$ cat src/servo_table_pkg.sv
package servo_table_pkg;
    // table byte addresses
    localparam logic [7:0] ADDR_CW_BOUND_LO = 8'h06;
    localparam logic [7:0] ADDR_CW_BOUND_HI = 8'h07;
    localparam logic [7:0] ADDR_CCW_BOUND_LO = 8'h08;
    localparam logic [7:0] ADDR_CCW_BOUND_HI = 8'h09;
    localparam logic [7:0] ADDR_TEMP_CEIL = 8'h0b;
    localparam logic [7:0] ADDR_VOLT_FLOOR = 8'h0c;
    localparam logic [7:0] ADDR_VOLT_CEIL = 8'h0d;
    localparam logic [7:0] ADDR_TORQUE_STORED_LO = 8'h0e;
    localparam logic [7:0] ADDR_TORQUE_STORED_HI = 8'h0f;
    localparam logic [7:0] ADDR_REPLY_POLICY = 8'h10;
    localparam logic [7:0] ADDR_IND_MASK = 8'h11;
    localparam logic [7:0] ADDR_SHUT_MASK = 8'h12;
    localparam logic [7:0] ADDR_DRIVE_ON = 8'h18;
    localparam logic [7:0] ADDR_LAMP = 8'h19;
    localparam logic [7:0] ADDR_CW_MARGIN = 8'h1a;
    localparam logic [7:0] ADDR_CCW_MARGIN = 8'h1b;
    localparam logic [7:0] ADDR_CW_SLOPE = 8'h1c;
    localparam logic [7:0] ADDR_CCW_SLOPE = 8'h1d;
    localparam logic [7:0] ADDR_GOAL_LO = 8'h1e;
    localparam logic [7:0] ADDR_GOAL_HI = 8'h1f;
    localparam logic [7:0] ADDR_SPEED_LO = 8'h20;
    localparam logic [7:0] ADDR_SPEED_HI = 8'h21;
    localparam logic [7:0] ADDR_CAP_LO = 8'h22;
    localparam logic [7:0] ADDR_CAP_HI = 8'h23;
    localparam logic [7:0] ADDR_POS_LO = 8'h24;
    localparam logic [7:0] ADDR_POS_HI = 8'h25;
    localparam logic [7:0] ADDR_RATE_LO = 8'h26;
    localparam logic [7:0] ADDR_RATE_HI = 8'h27;
    localparam logic [7:0] ADDR_LOAD_LO = 8'h28;
    localparam logic [7:0] ADDR_LOAD_HI = 8'h29;
    // reset values
    localparam logic [9:0] RST_CW_BOUND = 10'h000;
    localparam logic [9:0] RST_CCW_BOUND = 10'h3ff;
    localparam logic [7:0] RST_TEMP_CEIL = 8'h50;
    localparam logic [7:0] RST_VOLT_FLOOR = 8'h3c;
    localparam logic [7:0] RST_VOLT_CEIL = 8'hf0;
    localparam logic [9:0] RST_TORQUE_STORED = 10'h3ff;
    localparam logic [7:0] RST_REPLY_POLICY = 8'h02;
    localparam logic [7:0] RST_ERR_MASK = 8'h24;
    localparam logic [7:0] RST_SLOPE = 8'h20;
    // value ranges
    localparam logic [7:0] TEMP_MIN = 8'h0a;
    localparam logic [7:0] TEMP_MAX = 8'h63;
    localparam logic [7:0] VOLT_MIN = 8'h32;
    localparam logic [7:0] VOLT_MAX = 8'hfa;
    localparam logic [7:0] SOFT_MAX = 8'hfe;
    localparam logic [7:0] POLICY_MAX = 8'h02;
    // error bit positions
    localparam int ERR_VOLT = 0;
    localparam int ERR_ANGLE = 1;
    localparam int ERR_HEAT = 2;
    localparam int ERR_RANGE = 3;
    localparam int ERR_CHECKSUM = 4;
    localparam int ERR_OVERLOAD = 5;
    localparam int ERR_INSTR = 6;
    // timing
    localparam longint CLK_PERIOD_NS = 10;
    localparam longint FLASH_HOLD_MS = 2000;
    localparam longint FLASH_HOLD_CYC = FLASH_HOLD_MS * 1000000 / CLK_PERIOD_NS;
    localparam longint BLINK_HALF_MS = 250;
    localparam longint BLINK_HALF_CYC = BLINK_HALF_MS * 1000000 / CLK_PERIOD_NS;
    // kind of command that has just finished
    typedef enum logic [1:0] {
        CMD_PING = 2'b00,
        CMD_READ = 2'b01,
        CMD_WRITE = 2'b10,
        CMD_OTHER = 2'b11
    } cmd_kind_t;
endpackage

$ cat src/servo_control_table.sv
`timescale 1ns/1ps
// Notes on behaviour
// angle bounds accept 0..1023 codes
// temperature above ceiling sets error bit 2
// ceiling in Celsius, initial value 80
// voltage outside floor/ceiling sets error bit 0
// stored max torque copied to live cap
// torque values are linear output fractions
// policy 0 none, 1 reads, 2 all
// never reply all-nodes, always reply ping
// flash lamp on any indicator-masked error
// flashing stops two seconds after clearing
// fixed error bit layout, bit 7 zero
// goal outside bounds raises angle error
// shutdown-masked error switches torque off
// shutdown held until torque cap written
// no torque until drive enable written 1
// lamp follows lamp register
// margin 0..254, slope 1..254 accepted
// slope quantized to seven effective levels
// goal and present position 0..1023
// speed 0..1023, zero means unregulated
// live torque cap limits output torque
// load: ratio 9..0, direction bit 10
// controller writes both bytes in one command
// volatile entries reload at every reset
// error bits persist and go in replies
module servo_control_table
    import servo_table_pkg::*;
#(
    parameter longint HOLD_CYC = FLASH_HOLD_CYC,
    parameter longint BLINK_CYC = BLINK_HALF_CYC
) (
    input wire logic clk_sys_in, // system clock
    input wire logic arst_n_in, // async reset, active low
    input wire logic tbl_wr_in, // table byte write strobe
    input wire logic tbl_rd_in, // table byte read strobe
    input wire logic [7:0] tbl_addr_in, // table byte address
    input wire logic [7:0] tbl_wdata_in, // write byte
    output logic [7:0] tbl_rdata_out, // read byte, one cycle after strobe
    input wire logic cmd_done_in, // command finished pulse
    input wire cmd_kind_t cmd_kind_in, // kind of finished command
    input wire logic cmd_all_nodes_in, // command used all_nodes_identifier
    input wire logic instr_err_in, // undefined command or empty trigger
    input wire logic checksum_err_in, // bad checksum seen
    input wire logic range_err_in, // out-of-range command seen
    output logic reply_send_out, // send a reply, pulse
    output logic [7:0] reply_err_out, // error byte of the reply
    input wire logic overload_pin_in, // load beyond torque, async
    input wire logic [7:0] temp_pin_in, // temperature in Celsius, async
    input wire logic [7:0] volt_pin_in, // supply in tenths of volt, async
    input wire logic [9:0] pos_pin_in, // present position, async
    input wire logic [9:0] rate_pin_in, // present speed, async
    input wire logic [10:0] load_pin_in, // present load, async
    output logic [9:0] goal_out, // goal position
    output logic [9:0] speed_out, // moving speed, 0 unregulated
    output logic [9:0] torque_cap_out, // effective torque fraction
    output logic [7:0] cw_margin_out, // cw zero-torque band
    output logic [7:0] ccw_margin_out, // ccw zero-torque band
    output logic [7:0] cw_slope_out, // cw effective slope
    output logic [7:0] ccw_slope_out, // ccw effective slope
    output logic lamp_out // indicator lamp drive
);
    // reset release through two flops
    logic rst_q1_r;
    logic rst_n;
    always_ff @(posedge clk_sys_in or negedge arst_n_in) begin
        if (!arst_n_in) begin
            rst_q1_r <= 1'b0;
            rst_n <= 1'b0;
        end else begin
            rst_q1_r <= 1'b1;
            rst_n <= rst_q1_r;
        end
    end

    // sensor pins: three stages, a bit changes when stages two and three agree
    localparam int SW = 48;
    logic [SW-1:0] sens_s1_r, sens_s2_r, sens_s3_r, sens_r;
    wire [SW-1:0] sens_pins = {overload_pin_in, temp_pin_in, volt_pin_in,
                               pos_pin_in, rate_pin_in, load_pin_in};
    always_ff @(posedge clk_sys_in or negedge rst_n) begin
        if (!rst_n) begin
            sens_s1_r <= '0;
            sens_s2_r <= '0;
            sens_s3_r <= '0;
            sens_r <= '0;
        end else begin
            sens_s1_r <= sens_pins;
            sens_s2_r <= sens_s1_r;
            sens_s3_r <= sens_s2_r;
            sens_r <= (sens_s2_r & sens_s3_r) | (sens_r & (sens_s2_r | sens_s3_r));
        end
    end
    wire overload_q = sens_r[47];
    wire [7:0] temp_q = sens_r[46:39];
    wire [7:0] volt_q = sens_r[38:31];
    wire [9:0] pos_q = sens_r[30:21];
    wire [9:0] rate_q = sens_r[20:11];
    wire [10:0] load_q = sens_r[10:0];

    // slope quantizer
    function automatic logic [7:0] slope_level(input logic [7:0] s);
        if (s >= 8'hc0) slope_level = 8'hfe;
        else if (s >= 8'h60) slope_level = 8'h80;
        else if (s >= 8'h30) slope_level = 8'h40;
        else if (s >= 8'h18) slope_level = 8'h20;
        else if (s >= 8'h0c) slope_level = 8'h10;
        else if (s >= 8'h06) slope_level = 8'h08;
        else slope_level = 8'h04;
    endfunction

    // table storage
    logic [9:0] cw_bound_r, ccw_bound_r, torque_stored_r, goal_r, speed_r, cap_live_r;
    logic [7:0] temp_ceil_r, volt_floor_r, volt_ceil_r, policy_r, ind_mask_r, shut_mask_r;
    logic [7:0] cw_margin_r, ccw_margin_r, cw_slope_r, ccw_slope_r;
    logic drive_on_r, lamp_r;

    // write acceptance per address and value
    wire [7:0] wd = tbl_wdata_in;
    wire hi10_ok = (wd <= 8'h03);
    logic wr_valid;
    always_comb begin
        case (tbl_addr_in)
            ADDR_CW_BOUND_LO, ADDR_CCW_BOUND_LO, ADDR_TORQUE_STORED_LO, ADDR_IND_MASK,
            ADDR_SHUT_MASK, ADDR_GOAL_LO, ADDR_SPEED_LO, ADDR_CAP_LO: wr_valid = 1'b1;
            ADDR_CW_BOUND_HI, ADDR_CCW_BOUND_HI, ADDR_TORQUE_STORED_HI,
            ADDR_GOAL_HI, ADDR_SPEED_HI, ADDR_CAP_HI: wr_valid = hi10_ok;
            ADDR_TEMP_CEIL: wr_valid = (wd >= TEMP_MIN) && (wd <= TEMP_MAX);
            ADDR_VOLT_FLOOR, ADDR_VOLT_CEIL: wr_valid = (wd >= VOLT_MIN) && (wd <= VOLT_MAX);
            ADDR_REPLY_POLICY: wr_valid = (wd <= POLICY_MAX);
            ADDR_DRIVE_ON, ADDR_LAMP: wr_valid = (wd <= 8'h01);
            ADDR_CW_MARGIN, ADDR_CCW_MARGIN: wr_valid = (wd <= SOFT_MAX);
            ADDR_CW_SLOPE, ADDR_CCW_SLOPE: wr_valid = (wd != 8'h00) && (wd <= SOFT_MAX);
            default: wr_valid = 1'b0;
        endcase
    end
    wire wr_ok = tbl_wr_in && wr_valid;
    wire wr_bad = tbl_wr_in && !wr_valid;
    wire cap_wr = wr_ok && ((tbl_addr_in == ADDR_CAP_LO) || (tbl_addr_in == ADDR_CAP_HI));
    wire goal_hi_wr = wr_ok && (tbl_addr_in == ADDR_GOAL_HI);
    wire [9:0] goal_new = {wd[1:0], goal_r[7:0]};
    // both bounds zero is the endless-turn setting, which has no span
    wire endless = (cw_bound_r == 10'h000) && (ccw_bound_r == 10'h000);
    wire goal_outside = !endless && ((goal_new < cw_bound_r) || (goal_new > ccw_bound_r));

    // byte writes into the table; all entries reload at reset
    always_ff @(posedge clk_sys_in or negedge rst_n) begin
        if (!rst_n) begin
            cw_bound_r <= RST_CW_BOUND;
            ccw_bound_r <= RST_CCW_BOUND;
            temp_ceil_r <= RST_TEMP_CEIL;
            volt_floor_r <= RST_VOLT_FLOOR;
            volt_ceil_r <= RST_VOLT_CEIL;
            torque_stored_r <= RST_TORQUE_STORED;
            policy_r <= RST_REPLY_POLICY;
            ind_mask_r <= RST_ERR_MASK;
            shut_mask_r <= RST_ERR_MASK;
            drive_on_r <= 1'b0;
            lamp_r <= 1'b0;
            cw_margin_r <= 8'h00;
            ccw_margin_r <= 8'h00;
            cw_slope_r <= RST_SLOPE;
            ccw_slope_r <= RST_SLOPE;
            goal_r <= 10'h000;
            speed_r <= 10'h000;
            cap_live_r <= RST_TORQUE_STORED;
        end else if (wr_ok) begin
            case (tbl_addr_in)
                ADDR_CW_BOUND_LO: cw_bound_r[7:0] <= wd;
                ADDR_CW_BOUND_HI: cw_bound_r[9:8] <= wd[1:0];
                ADDR_CCW_BOUND_LO: ccw_bound_r[7:0] <= wd;
                ADDR_CCW_BOUND_HI: ccw_bound_r[9:8] <= wd[1:0];
                ADDR_TEMP_CEIL: temp_ceil_r <= wd;
                ADDR_VOLT_FLOOR: volt_floor_r <= wd;
                ADDR_VOLT_CEIL: volt_ceil_r <= wd;
                ADDR_TORQUE_STORED_LO: torque_stored_r[7:0] <= wd;
                ADDR_TORQUE_STORED_HI: torque_stored_r[9:8] <= wd[1:0];
                ADDR_REPLY_POLICY: policy_r <= wd;
                ADDR_IND_MASK: ind_mask_r <= {1'b0, wd[6:0]};
                ADDR_SHUT_MASK: shut_mask_r <= {1'b0, wd[6:0]};
                ADDR_DRIVE_ON: drive_on_r <= wd[0];
                ADDR_LAMP: lamp_r <= wd[0];
                ADDR_CW_MARGIN: cw_margin_r <= wd;
                ADDR_CCW_MARGIN: ccw_margin_r <= wd;
                ADDR_CW_SLOPE: cw_slope_r <= wd;
                ADDR_CCW_SLOPE: ccw_slope_r <= wd;
                ADDR_GOAL_LO: goal_r[7:0] <= wd;
                ADDR_GOAL_HI: goal_r[9:8] <= wd[1:0];
                ADDR_SPEED_LO: speed_r[7:0] <= wd;
                ADDR_SPEED_HI: speed_r[9:8] <= wd[1:0];
                ADDR_CAP_LO: cap_live_r[7:0] <= wd;
                ADDR_CAP_HI: cap_live_r[9:8] <= wd[1:0];
                default: cap_live_r <= cap_live_r;
            endcase
        end
    end

    // read multiplexer
    logic [7:0] rd_byte;
    always_comb begin
        case (tbl_addr_in)
            ADDR_CW_BOUND_LO: rd_byte = cw_bound_r[7:0];
            ADDR_CW_BOUND_HI: rd_byte = {6'h00, cw_bound_r[9:8]};
            ADDR_CCW_BOUND_LO: rd_byte = ccw_bound_r[7:0];
            ADDR_CCW_BOUND_HI: rd_byte = {6'h00, ccw_bound_r[9:8]};
            ADDR_TEMP_CEIL: rd_byte = temp_ceil_r;
            ADDR_VOLT_FLOOR: rd_byte = volt_floor_r;
            ADDR_VOLT_CEIL: rd_byte = volt_ceil_r;
            ADDR_TORQUE_STORED_LO: rd_byte = torque_stored_r[7:0];
            ADDR_TORQUE_STORED_HI: rd_byte = {6'h00, torque_stored_r[9:8]};
            ADDR_REPLY_POLICY: rd_byte = policy_r;
            ADDR_IND_MASK: rd_byte = ind_mask_r;
            ADDR_SHUT_MASK: rd_byte = shut_mask_r;
            ADDR_DRIVE_ON: rd_byte = {7'h00, drive_on_r};
            ADDR_LAMP: rd_byte = {7'h00, lamp_r};
            ADDR_CW_MARGIN: rd_byte = cw_margin_r;
            ADDR_CCW_MARGIN: rd_byte = ccw_margin_r;
            ADDR_CW_SLOPE: rd_byte = cw_slope_r;
            ADDR_CCW_SLOPE: rd_byte = ccw_slope_r;
            ADDR_GOAL_LO: rd_byte = goal_r[7:0];
            ADDR_GOAL_HI: rd_byte = {6'h00, goal_r[9:8]};
            ADDR_SPEED_LO: rd_byte = speed_r[7:0];
            ADDR_SPEED_HI: rd_byte = {6'h00, speed_r[9:8]};
            ADDR_CAP_LO: rd_byte = cap_live_r[7:0];
            ADDR_CAP_HI: rd_byte = {6'h00, cap_live_r[9:8]};
            ADDR_POS_LO: rd_byte = pos_q[7:0];
            ADDR_POS_HI: rd_byte = {6'h00, pos_q[9:8]};
            ADDR_RATE_LO: rd_byte = rate_q[7:0];
            ADDR_RATE_HI: rd_byte = {6'h00, rate_q[9:8]};
            ADDR_LOAD_LO: rd_byte = load_q[7:0];
            ADDR_LOAD_HI: rd_byte = {5'h00, load_q[10:8]};
            default: rd_byte = 8'h00;
        endcase
    end

    // error conditions
    wire heat_err = (temp_q > temp_ceil_r);
    wire volt_err = (volt_q < volt_floor_r) || (volt_q > volt_ceil_r);
    logic angle_err_r;
    logic [2:0] cmd_err_r; // instruction, checksum, range
    wire [2:0] cmd_err_set = {instr_err_in, checksum_err_in, range_err_in | wr_bad};
    // angle flag follows the last goal written; command flags last until the
    // command that raised them ends, replied or not, a new event in that cycle wins
    always_ff @(posedge clk_sys_in or negedge rst_n) begin
        if (!rst_n) begin
            angle_err_r <= 1'b0;
            cmd_err_r <= 3'h0;
        end else begin
            if (goal_hi_wr) angle_err_r <= goal_outside;
            cmd_err_r <= cmd_err_set | (cmd_done_in ? 3'h0 : cmd_err_r);
        end
    end
    wire [2:0] cmd_err_now = cmd_err_r | cmd_err_set;

    wire [7:0] err_bits = {1'b0, cmd_err_now[2], overload_q, cmd_err_now[1], cmd_err_now[0],
                           heat_err, angle_err_r, volt_err};

    // reply decision
    wire reply_want = !cmd_all_nodes_in && ((cmd_kind_in == CMD_PING)
                      || (policy_r == 8'h02)
                      || ((policy_r == 8'h01) && (cmd_kind_in == CMD_READ)));

    // shutdown latch: set wins over the clearing cap write
    logic shutdown_r;
    wire shut_hit = |(err_bits & shut_mask_r);
    always_ff @(posedge clk_sys_in or negedge rst_n) begin
        if (!rst_n) shutdown_r <= 1'b0;
        else shutdown_r <= shut_hit | (shutdown_r & !cap_wr);
    end

    // indicator flashing with hold after the error clears
    wire ind_hit = |(err_bits & ind_mask_r);
    logic [31:0] hold_cnt_r, blink_cnt_r;
    logic blink_r;
    wire flashing = ind_hit || (hold_cnt_r != 32'h0);
    always_ff @(posedge clk_sys_in or negedge rst_n) begin
        if (!rst_n) begin
            hold_cnt_r <= 32'h0;
            blink_cnt_r <= 32'h0;
            blink_r <= 1'b0;
        end else begin
            if (ind_hit) hold_cnt_r <= 32'(HOLD_CYC);
            else if (hold_cnt_r != 32'h0) hold_cnt_r <= hold_cnt_r - 32'h1;
            if (!flashing || blink_cnt_r >= 32'(BLINK_CYC - 1)) blink_cnt_r <= 32'h0;
            else blink_cnt_r <= blink_cnt_r + 32'h1;
            if (!flashing) blink_r <= 1'b0;
            else if (blink_cnt_r >= 32'(BLINK_CYC - 1)) blink_r <= !blink_r;
        end
    end

    // registered outputs
    always_ff @(posedge clk_sys_in or negedge rst_n) begin
        if (!rst_n) begin
            tbl_rdata_out <= 8'h00;
            reply_send_out <= 1'b0;
            reply_err_out <= 8'h00;
            goal_out <= 10'h000;
            speed_out <= 10'h000;
            torque_cap_out <= 10'h000;
            cw_margin_out <= 8'h00;
            ccw_margin_out <= 8'h00;
            cw_slope_out <= RST_SLOPE;
            ccw_slope_out <= RST_SLOPE;
            lamp_out <= 1'b0;
        end else begin
            if (tbl_rd_in) tbl_rdata_out <= rd_byte;
            reply_send_out <= cmd_done_in && reply_want;
            if (cmd_done_in) reply_err_out <= err_bits;
            goal_out <= goal_r;
            speed_out <= speed_r;
            // fraction of available torque, zero off or shut down
            torque_cap_out <= (shutdown_r || !drive_on_r) ? 10'h000 : cap_live_r;
            cw_margin_out <= cw_margin_r;
            ccw_margin_out <= ccw_margin_r;
            cw_slope_out <= slope_level(cw_slope_r);
            ccw_slope_out <= slope_level(ccw_slope_r);
            lamp_out <= lamp_r || blink_r;
        end
    end

    // checks
    property p_no_all_nodes_reply;
        @(posedge clk_sys_in) disable iff (!rst_n)
        cmd_done_in && cmd_all_nodes_in |=> !reply_send_out;
    endproperty
    a_no_all_nodes_reply: assert property (p_no_all_nodes_reply)
        else $error("reply to all nodes");
    property p_ping_reply;
        @(posedge clk_sys_in) disable iff (!rst_n)
        cmd_done_in && !cmd_all_nodes_in && cmd_kind_in == CMD_PING |=> reply_send_out;
    endproperty
    a_ping_reply: assert property (p_ping_reply) else $error("ping not answered");
    property p_policy_silent;
        @(posedge clk_sys_in) disable iff (!rst_n)
        cmd_done_in && policy_r == 8'h00 && cmd_kind_in != CMD_PING |=> !reply_send_out;
    endproperty
    a_policy_silent: assert property (p_policy_silent) else $error("reply under policy 0");
    property p_shutdown_hold;
        @(posedge clk_sys_in) disable iff (!rst_n)
        shutdown_r && !cap_wr |=> shutdown_r && torque_cap_out == 10'h000;
    endproperty
    a_shutdown_hold: assert property (p_shutdown_hold) else $error("shutdown left early");
    property p_shutdown_torque;
        @(posedge clk_sys_in) disable iff (!rst_n)
        shut_hit |=> shutdown_r ##1 torque_cap_out == 10'h000;
    endproperty
    a_shutdown_torque: assert property (p_shutdown_torque) else $error("torque not cut");
    property p_heat_bit;
        @(posedge clk_sys_in) disable iff (!rst_n)
        cmd_done_in && temp_q > temp_ceil_r |=> reply_err_out[ERR_HEAT];
    endproperty
    a_heat_bit: assert property (p_heat_bit) else $error("heat bit missing");
    property p_volt_bit;
        @(posedge clk_sys_in) disable iff (!rst_n)
        cmd_done_in && volt_q < volt_floor_r |=> reply_err_out[ERR_VOLT];
    endproperty
    a_volt_bit: assert property (p_volt_bit) else $error("voltage bit missing");
    property p_angle_bit;
        @(posedge clk_sys_in) disable iff (!rst_n)
        goal_hi_wr && goal_outside |=> angle_err_r;
    endproperty
    a_angle_bit: assert property (p_angle_bit) else $error("angle error missing");
    property p_slope_level;
        @(posedge clk_sys_in) disable iff (!rst_n)
        cw_slope_r >= 8'h18 && cw_slope_r <= 8'h2f |=> cw_slope_out == 8'h20;
    endproperty
    a_slope_level: assert property (p_slope_level) else $error("slope level wrong");
    property p_hold_load;
        @(posedge clk_sys_in) disable iff (!rst_n)
        $fell(ind_hit) |-> hold_cnt_r == 32'(HOLD_CYC);
    endproperty
    a_hold_load: assert property (p_hold_load) else $error("flash hold not loaded");
    property p_drive_off;
        @(posedge clk_sys_in) disable iff (!rst_n)
        !drive_on_r |=> torque_cap_out == 10'h000;
    endproperty
    a_drive_off: assert property (p_drive_off) else $error("torque while drive off");
    property p_lamp_on;
        @(posedge clk_sys_in) disable iff (!rst_n)
        lamp_r |=> lamp_out;
    endproperty
    a_lamp_on: assert property (p_lamp_on) else $error("lamp register ignored");
endmodule

$ cat config.mk
export PLATFORM = sky130hd
export DESIGN_NAME = servo_control_table
export DESIGN_NICKNAME = d
export VERILOG_FILES = /design/src/servo_table_pkg.sv /design/src/servo_control_table.sv
export SDC_FILE = /design/constraint.sdc
export NUM_CORES = 1
export LEC_CHECK = 0
export BUFFER_PORTS_ARGS = -buffer_cell sky130_fd_sc_hd__buf_2
export CORE_UTILIZATION = 64
export DETAILED_ROUTE_END_ITERATION = 16
export PLACE_DENSITY = 0.91
export SLEW_MARGIN = 20
export SYNTH_ARGS = -nofsm -noshare
export SYNTH_HDL_FRONTEND = slang
export SYNTH_SLANG_ARGS = --single-unit
$ cat constraint.sdc
create_clock -name clk_sys_in -period 31.7 [get_ports clk_sys_in]
set_clock_uncertainty 0.15 [all_clocks]
set_input_delay 6.34 -clock clk_sys_in [delete_from_list [all_inputs] [get_ports clk_sys_in]]
set_output_delay 6.34 -clock clk_sys_in [all_outputs]
set_load 0.02 [all_outputs]
==> results of run 1 <==
critical path, cell delays in order:
cell and delay, ps:
buf_2 370, nand2b_1 460, o21ai_0 140, o2bb2ai_1 190, nand4b_2 580, buf_4 420, o211ai_1 690, mux2_2 430
sequential cells by signal, indices dropped and copies added, names as in the netlist, 10 cells and up:
register         count
speed_out           10
torque_stored_r     10
cw_bound_r          10
ccw_bound_r         10
cap_live_r          10
speed_r             10
goal_r              10
sens_s1_r           48
hold_cnt_r          32
sens_s3_r           48
blink_cnt_r         32
torque_cap_out      10
goal_out            10
sens_r              48
sens_s2_r           48
report_power, final:
group	total (mW)	leakage, nW	switching [mW]	internal [mW]
Combinational	0.110	3.28	0.0716	0.0380
Clock	0.582	0.817	0.236	0.346
Sequential	0.669	5.93	0.0255	0.643
Total	1.36	10.0	0.333	1.03
kinds of logic after synthesis:
logic type               Yosys count  share of synthesized area [%]
AO/OA/AOI/OAI                    280                          10.71
AND/OR/NAND/NOR                  414                          11.60
multiplexers                     106                          6.029
buffers and inverters            141                          2.977
XOR/XNOR                          55                          2.466
flip-flops                       481                          60.98
adder cells (fa/ha/maj)           92                          5.197
other                              2                        0.03785
stage by stage:
stage	instance area, um^2	cells	util (%)	hold WS (ps)
2_1_floorplan	19870	1580	-	181.2
5_1_grt	22680	2164	74.32	154.6
3_5_place_dp	21010	2079	68.85	184.7
6_report	22690	2168	74.36	125.6
3_3_place_gp	21010	2079	68.85	181.7
4_1_cts	22630	2163	74.18	196.6
Yosys cell counts (10+ instances only):
| master | instances | share of area (%) |
|---|---|---|
| a211oi_1 | 30 | 1.1 |
| buf_2 | 10 | 0.25 |
| nand3_1 | 62 | 1.6 |
| ha_1 | 44 | 2.8 |
| or2_2 | 11 | 0.35 |
| dfrtp_1 | 432 | 54 |
| dfstp_2 | 49 | 6.5 |
| a22oi_1 | 35 | 1.3 |
| and3_1 | 11 | 0.35 |
| nand4_1 | 30 | 0.95 |
| clkbuf_1 | 52 | 0.98 |
| nor4_1 | 27 | 0.85 |
| o2bb2ai_1 | 54 | 2.4 |
| xor2_1 | 18 | 0.79 |
| a21oi_1 | 29 | 0.73 |
| nor3_1 | 75 | 1.9 |
| nor2_1 | 43 | 0.81 |
| maj3_1 | 48 | 2.4 |
| nand2_1 | 64 | 1.2 |
| o21ai_0 | 31 | 0.78 |
| xnor2_1 | 36 | 1.6 |
| inv_1 | 66 | 1.2 |
| nand2b_1 | 14 | 0.44 |
| and2_1 | 18 | 0.57 |
| o211ai_1 | 21 | 0.79 |
| mux2_2 | 98 | 5.6 |
routing by layer:
metal,wire [um],share of wire [%]
met4,2888,5.0
met2,27710,48
met1,21960,38
met5,13,0.023
met3,4922,8.6
layout make-up:
class                      count  area, um^2  area share (%)
antenna                        4       10.01         0.04412
clock buffer                  65        1384           6.100
sequential                   481       12100           53.35
multi-input combinational    958        7207           31.77
inverter                      66       247.7           1.092
tap                          396       495.5           2.184
timing repair buffer         179       997.2           4.396
clock inverter                19       242.7           1.070
worst max path at each step:
stage / startpoint / to / slack [ps] / depth (start not counted)
2_1_floorplan: rst_n / angle_err_r / 17240 / 0
3_3_place_gp: tbl_addr_in[2] / goal_r[6] / 22050 / 8
3_5_place_dp: tbl_addr_in[2] / goal_r[6] / 21900 / 8
4_1_cts: tbl_addr_in[2] / goal_r[6] / 22460 / 8
5_1_grt: tbl_addr_in[2] / goal_r[6] / 22180 / 8
6_report: tbl_addr_in[2] / goal_r[6] / 22350 / 8
==> impl_results.md, run 1 <==
* Status: finished clean
* Die Y at 178.1 um
* Final Cycle Share at 29.48%
* R2R depth at 9
* Yosys reg bits at 481
* Cts repair resizes at 0
* Reg2Reg Setup Slack at 28080 ps
* Nets at 1851
* Slew Limit Fails at 0
* GR Util met2 at 61.43%
* Port Buffers at 151
* Prevailing post-synth register cell: dfrtp_1
* Tmin final at 9345 ps
* Post-Route WL at 57490 um
* Post-synth ARST share at 100.0%
* Mapped Cells at 1571
* CTS buffer count at 46
* Gr ovfl total at 0
* Unrepaired setup endpoints after global routing: no
* GRT Util Overall at 37.40%
* Met1 Track Usage GR at 48.63%
* Root buffer cell: clkbuf_16
* Post-synthesis cell area at 19840 um^2
* Worst R2R Start: volt_floor_r[4]
* Final ANT Viol Nets at 0
* Slew margin rel. at 20.65%
* MaxCap Viol Count at 0
* EDFF count, synth at 0
* CTS tree: done
* CTS hold repair buffers at 0
* Drt wl/cell at 26.52 um
* Reg2reg end: blink_cnt_r[6]
* Yosys warnings at 0
* Initial antenna violation count at 4
* HPWL Detailed at 38880 um
* Vias in the first global route at 14660
* Syn Area/Cell at 12.63 um^2
* Met3 Use GR at 6.820%
* H-tree depth at 2
* Worst-margin pin slew at 1175 ps
* Worst-case clock buffer depth at 3
* Setup bufs post-CTS at 0
* Drt pass-1 iters at 8
* Fill count at 1899
* Worst skew pair latency at 560 ps
* First DRT Iteration DRCs at 2004
* CP Data Arrival Time at 9640 ps
* Final Wtd Congestion at 0.9880
* Global-route wire length before repair at 87780 um
* Crit start category: input port
* Die Wd at 178.1 um
* Final Hold Viols at 0
* Ports at 155
* Via/cell ratio at 6.641
* Crit Path Max Fanout at 25
* Core Rows at 64
* Commonest non-fill, non-tap cell in the layout: dfrtp_1
* Clk sink count at 481
* Syn-to-layout area delta at 14.35%
* Top Usage Layer GRT: met2
* Share of cells above drive strength 1 at 24.94%
* Final setup viols at 0
* Core area at 30510 um^2
* Via count at 14400
* PD cells at 59.95 nW/um^2
* CP endpoint kind: flip-flop
* Fmax at 0.1070 GHz
* Seq/Total Area, Yosys at 60.98%
* CP Data Required Time at 31990 ps
* Drt drc at 0
* Synth cell types at 81
* Largest net degree at the start of global routing at 91
* Lkg Pwr at 10.03 nW
* Total power at 1.360 mW
* Critical path class: input port to flip-flop
* Min-Delay Path Class: flip-flop to async pin
* Post-route setup TNS at 0 ps
* Most frequent cells in the layout: dfrtp_1 (431), buf_2 (151), mux2_2 (98)
* Setup WS pre-CTS at 21900 ps
* Die area at 31710 um^2
* Initial core utilization at 65.03%
* Clock-pin slew on the worst setup and hold paths at 70 ps
* Setup ws final at 22350 ps
* Worst vdd ir at 0.05344 mV
(Power assumes the default switching activity.)
==> run 2: changes to the inputs <==
--- a/config.mk
+++ b/config.mk
@@ -5,10 +5,11 @@
 export SDC_FILE = /design/constraint.sdc
 export NUM_CORES = 1
 export LEC_CHECK = 0
+export ABC_AREA = 1
 export BUFFER_PORTS_ARGS = -buffer_cell sky130_fd_sc_hd__buf_2
-export CORE_UTILIZATION = 64
+export CORE_UTILIZATION = 60
 export DETAILED_ROUTE_END_ITERATION = 16
-export PLACE_DENSITY = 0.91
+export PLACE_DENSITY = 0.87
 export SLEW_MARGIN = 20
 export SYNTH_ARGS = -nofsm -noshare
 export SYNTH_HDL_FRONTEND = slang
==> constraint.sdc (replaced) <==
create_clock -name clk_sys_in -period 9.15 [get_ports clk_sys_in]
set_clock_uncertainty 0.15 [all_clocks]
set_input_delay 1.83 -clock clk_sys_in [delete_from_list [all_inputs] [get_ports clk_sys_in]]
set_output_delay 1.83 -clock clk_sys_in [all_outputs]
set_load 0.02 [all_outputs]
==> run 2 against run 1 <==
Wire length is 17% lower. Clock-buffer cell count is 3 lower. Setup slack worse by 18000 ps. Clock power grew to 3.3 times the previous value. Critical path type unchanged. Largest cell class unchanged. Largest power group unchanged.
==> impl_results.md, run 2 <==
* Status: finished clean
* Slew margin rel. at 30.61%
* Die area at 32880 um^2
* Commonest non-fill, non-tap cell in the layout: dfrtp_1
* Die Wd at 181.3 um
* PD cells at 203.6 nW/um^2
* Post-synthesis cell area at 19300 um^2
* Crit Path Max Fanout at 22
* Drt wl/cell at 19.28 um
* Final ANT Viol Nets at 0
* Post-Route WL at 47910 um
* GRT Util Overall at 29.85%
* Final setup viols at 0
* Tmin final at 4820 ps
* Initial core utilization at 60.99%
* Unrepaired setup endpoints after global routing: no
* Post-synth top area cell: dfrtp_1
* Via/cell ratio at 5.705
* Yosys reg bits at 481
* Global-route wire length before repair at 75280 um
* Post-synth ARST share at 100.0%
* Syn-to-layout area delta at 13.70%
* Worst-case clock buffer depth at 3
* Net Sw Frac at 22.77%
* Comb pwr share at 5.4%
* Syn Area/Cell at 10.26 um^2
* Worst vdd ir at 0.1697 mV
* Nets at 2167
* Gr ovfl total at 0
* H-tree depth at 2
* CTS buffer count at 46
* Mapped Cells at 1880
* Final Cycle Share at 52.68%
* EDFF count, synth at 0
* Core area at 31640 um^2
* Root buffer cell: clkbuf_16
* Min-Delay Path Class: flip-flop to flip-flop
* Setup bufs post-CTS at 0
* Vias in the first global route at 14060
* Cts repair resizes at 0
* Lkg Pwr at 10.23 nW
* Die Y at 181.3 um
* Fill count at 2244
* Largest net degree at the start of global routing at 184
* Ports at 155
* Setup WS pre-CTS at 3836 ps
* Final Hold Viols at 0
* Drt pass-1 iters at 6
* CP Data Arrival Time at 5080 ps
* Most frequent cells in the layout: dfrtp_1 (431), nand2_1 (395), inv_1 (187)
* Initial antenna violation count at 5
* NetSw at 1.017 mW
* Final Wtd Congestion at 0.9685
* Port Buffers at 151
* Largest cells by area after synthesis: dfrtp_1 (56%), nand2_1 (7.7%), dfstp_2 (6.7%), inv_1 (3.6%), nor2_1 (3.3%)
* CTS hold repair buffers at 0
* Drt drc at 0
* Yosys top cell area share at 56.02%
* Clock-pin slew on the worst setup and hold paths at 60 ps
* Setup ws final at 4330 ps
* MaxCap Viol Count at 0
* Crit start category: input port
* Worst-margin pin slew at 1041 ps
* Synth top cells by count: dfrtp_1 (432), nand2_1 (395), inv_1 (187), nor2_1 (172), o21ai_0 (96)
* Clk sink count at 481
* Part of the power in registers at 51.1%
* CP endpoint kind: flip-flop
* First DRT Iteration DRCs at 1650
* Seq/Total Area, Yosys at 62.70%
* Prevailing post-synth register cell: dfrtp_1
* CP Data Required Time at 9410 ps
* Post-route setup TNS at 0 ps
* Most frequent cell after synthesis: dfrtp_1
* Slew Limit Fails at 0
* Synth cell types at 47
* Yosys warnings at 0
* Clk network pwr share at 43.5%
* Worst skew pair latency at 550 ps
* Fmax at 0.2075 GHz
* CTS tree: done
* Critical path class: input port to flip-flop
* Share of cells above drive strength 1 at 16.15%
* Total internal power at 3.450 mW
* Via count at 14180
* HPWL Detailed at 33350 um
* Core Rows at 65
==> run 2: changes by cell type after synthesis, sizes merged, moves of 20 or more <==
cell,before,now
nand2,64,418
o21ai,33,188
nor2,44,176
inv,66,194
mux2,98,0
o2bb2ai,54,0
nor3,76,25
clkbuf,52,16
a22oi,35,0
xnor2,36,9
a211oi,30,4
o211ai,28,8
==> run 2: critical path: stages <==
cell and delay, ps:
buf_2 110, inv_1 50, nand2_1 130, nor2_1 660, nand2_1 380, nand2_1 160, nor2_1 50, nand2_1 80
a21oi_2 50, nand3_1 130, nand3_1 130, nand2_1 340, nand2_1 520, or2_2 450
==> run 2: logic make-up after synthesis <==
logic type | count (synthesis) | share of synthesized area (%)
flip-flops | 481 | 62.70
other | 2 | 0.03892
AND/OR/NAND/NOR | 741 | 16.60
buffers and inverters | 243 | 5.343
adder cells (fa/ha/maj) | 92 | 5.343
AO/OA/AOI/OAI | 283 | 8.254
XOR/XNOR | 38 | 1.725
==> run 2: final cells by class <==
cell class              count  area [um^2]  area share, %
clock buffers              62         1313          5.982
diodes                      2        5.005        0.02281
repair buffers            157        838.3          3.821
well taps                 402        503.0          2.293
clock inverters            19        239.0          1.089
inverters                 197        739.5          3.370
flip-flops and latches    481        12100          55.16
multi-input cells        1165         6201          28.26
==> run 2: path summary, 6_finish.rpt <==
check	start	endpoint	slack, ps	depth (start not counted)
max	tbl_addr_in[6]	hold_cnt_r[24]	4330	14
min	sens_s1_r[33]	sens_s2_r[33]	200	0
max reg2reg	hold_cnt_r[0]	blink_cnt_r[13]	5400	11
min reg2reg	sens_s1_r[33]	sens_s2_r[33]	200	0
max in group asynchronous	rst_n	ind_mask_r[4]	6690	2
min in group asynchronous	rst_n	goal_out[4]	280	0
==> run 2: routing by layer <==
layer	track usage [%]	vias to the layer above	share of wire [%]
met1	40.03	6844	40
met4	13.22	4	4.7
met2	47.17	709	46
met3	6.531	158	9.1
li1	-	6461	-
met5	0	-	0.046
==> run 2: power by group through the flow <==
stage               Combinational (mW)  Clock [mW]  Sequential (mW)
CTS                              0.241        1.96             2.28
global route                     0.272        2.05             2.29
global placement                 0.227           0             2.31
floorplan                        0.131           0             2.33
detailed placement               0.239           0             2.32
finish                           0.241        1.94             2.28
==> run 2: per-stage QoR <==
| stage | cell area [um^2] | cells | util (%) | hold slack (ps) | power, mW |
|---|---|---|---|---|---|
| final | 21940 | 2485 | 69.35 | 197.0 | 4.467 |
| after global routing | 21940 | 2485 | 69.35 | 202.4 | 4.612 |
| after CTS | 21910 | 2482 | 69.27 | 195.4 | 4.484 |
| after detailed placement | 20360 | 2401 | 64.37 | 184.7 | 2.558 |
| after global placement | 20360 | 2401 | 64.37 | 182.0 | 2.539 |
| after floorplan | 19330 | 1889 | - | 181.1 | 2.461 |
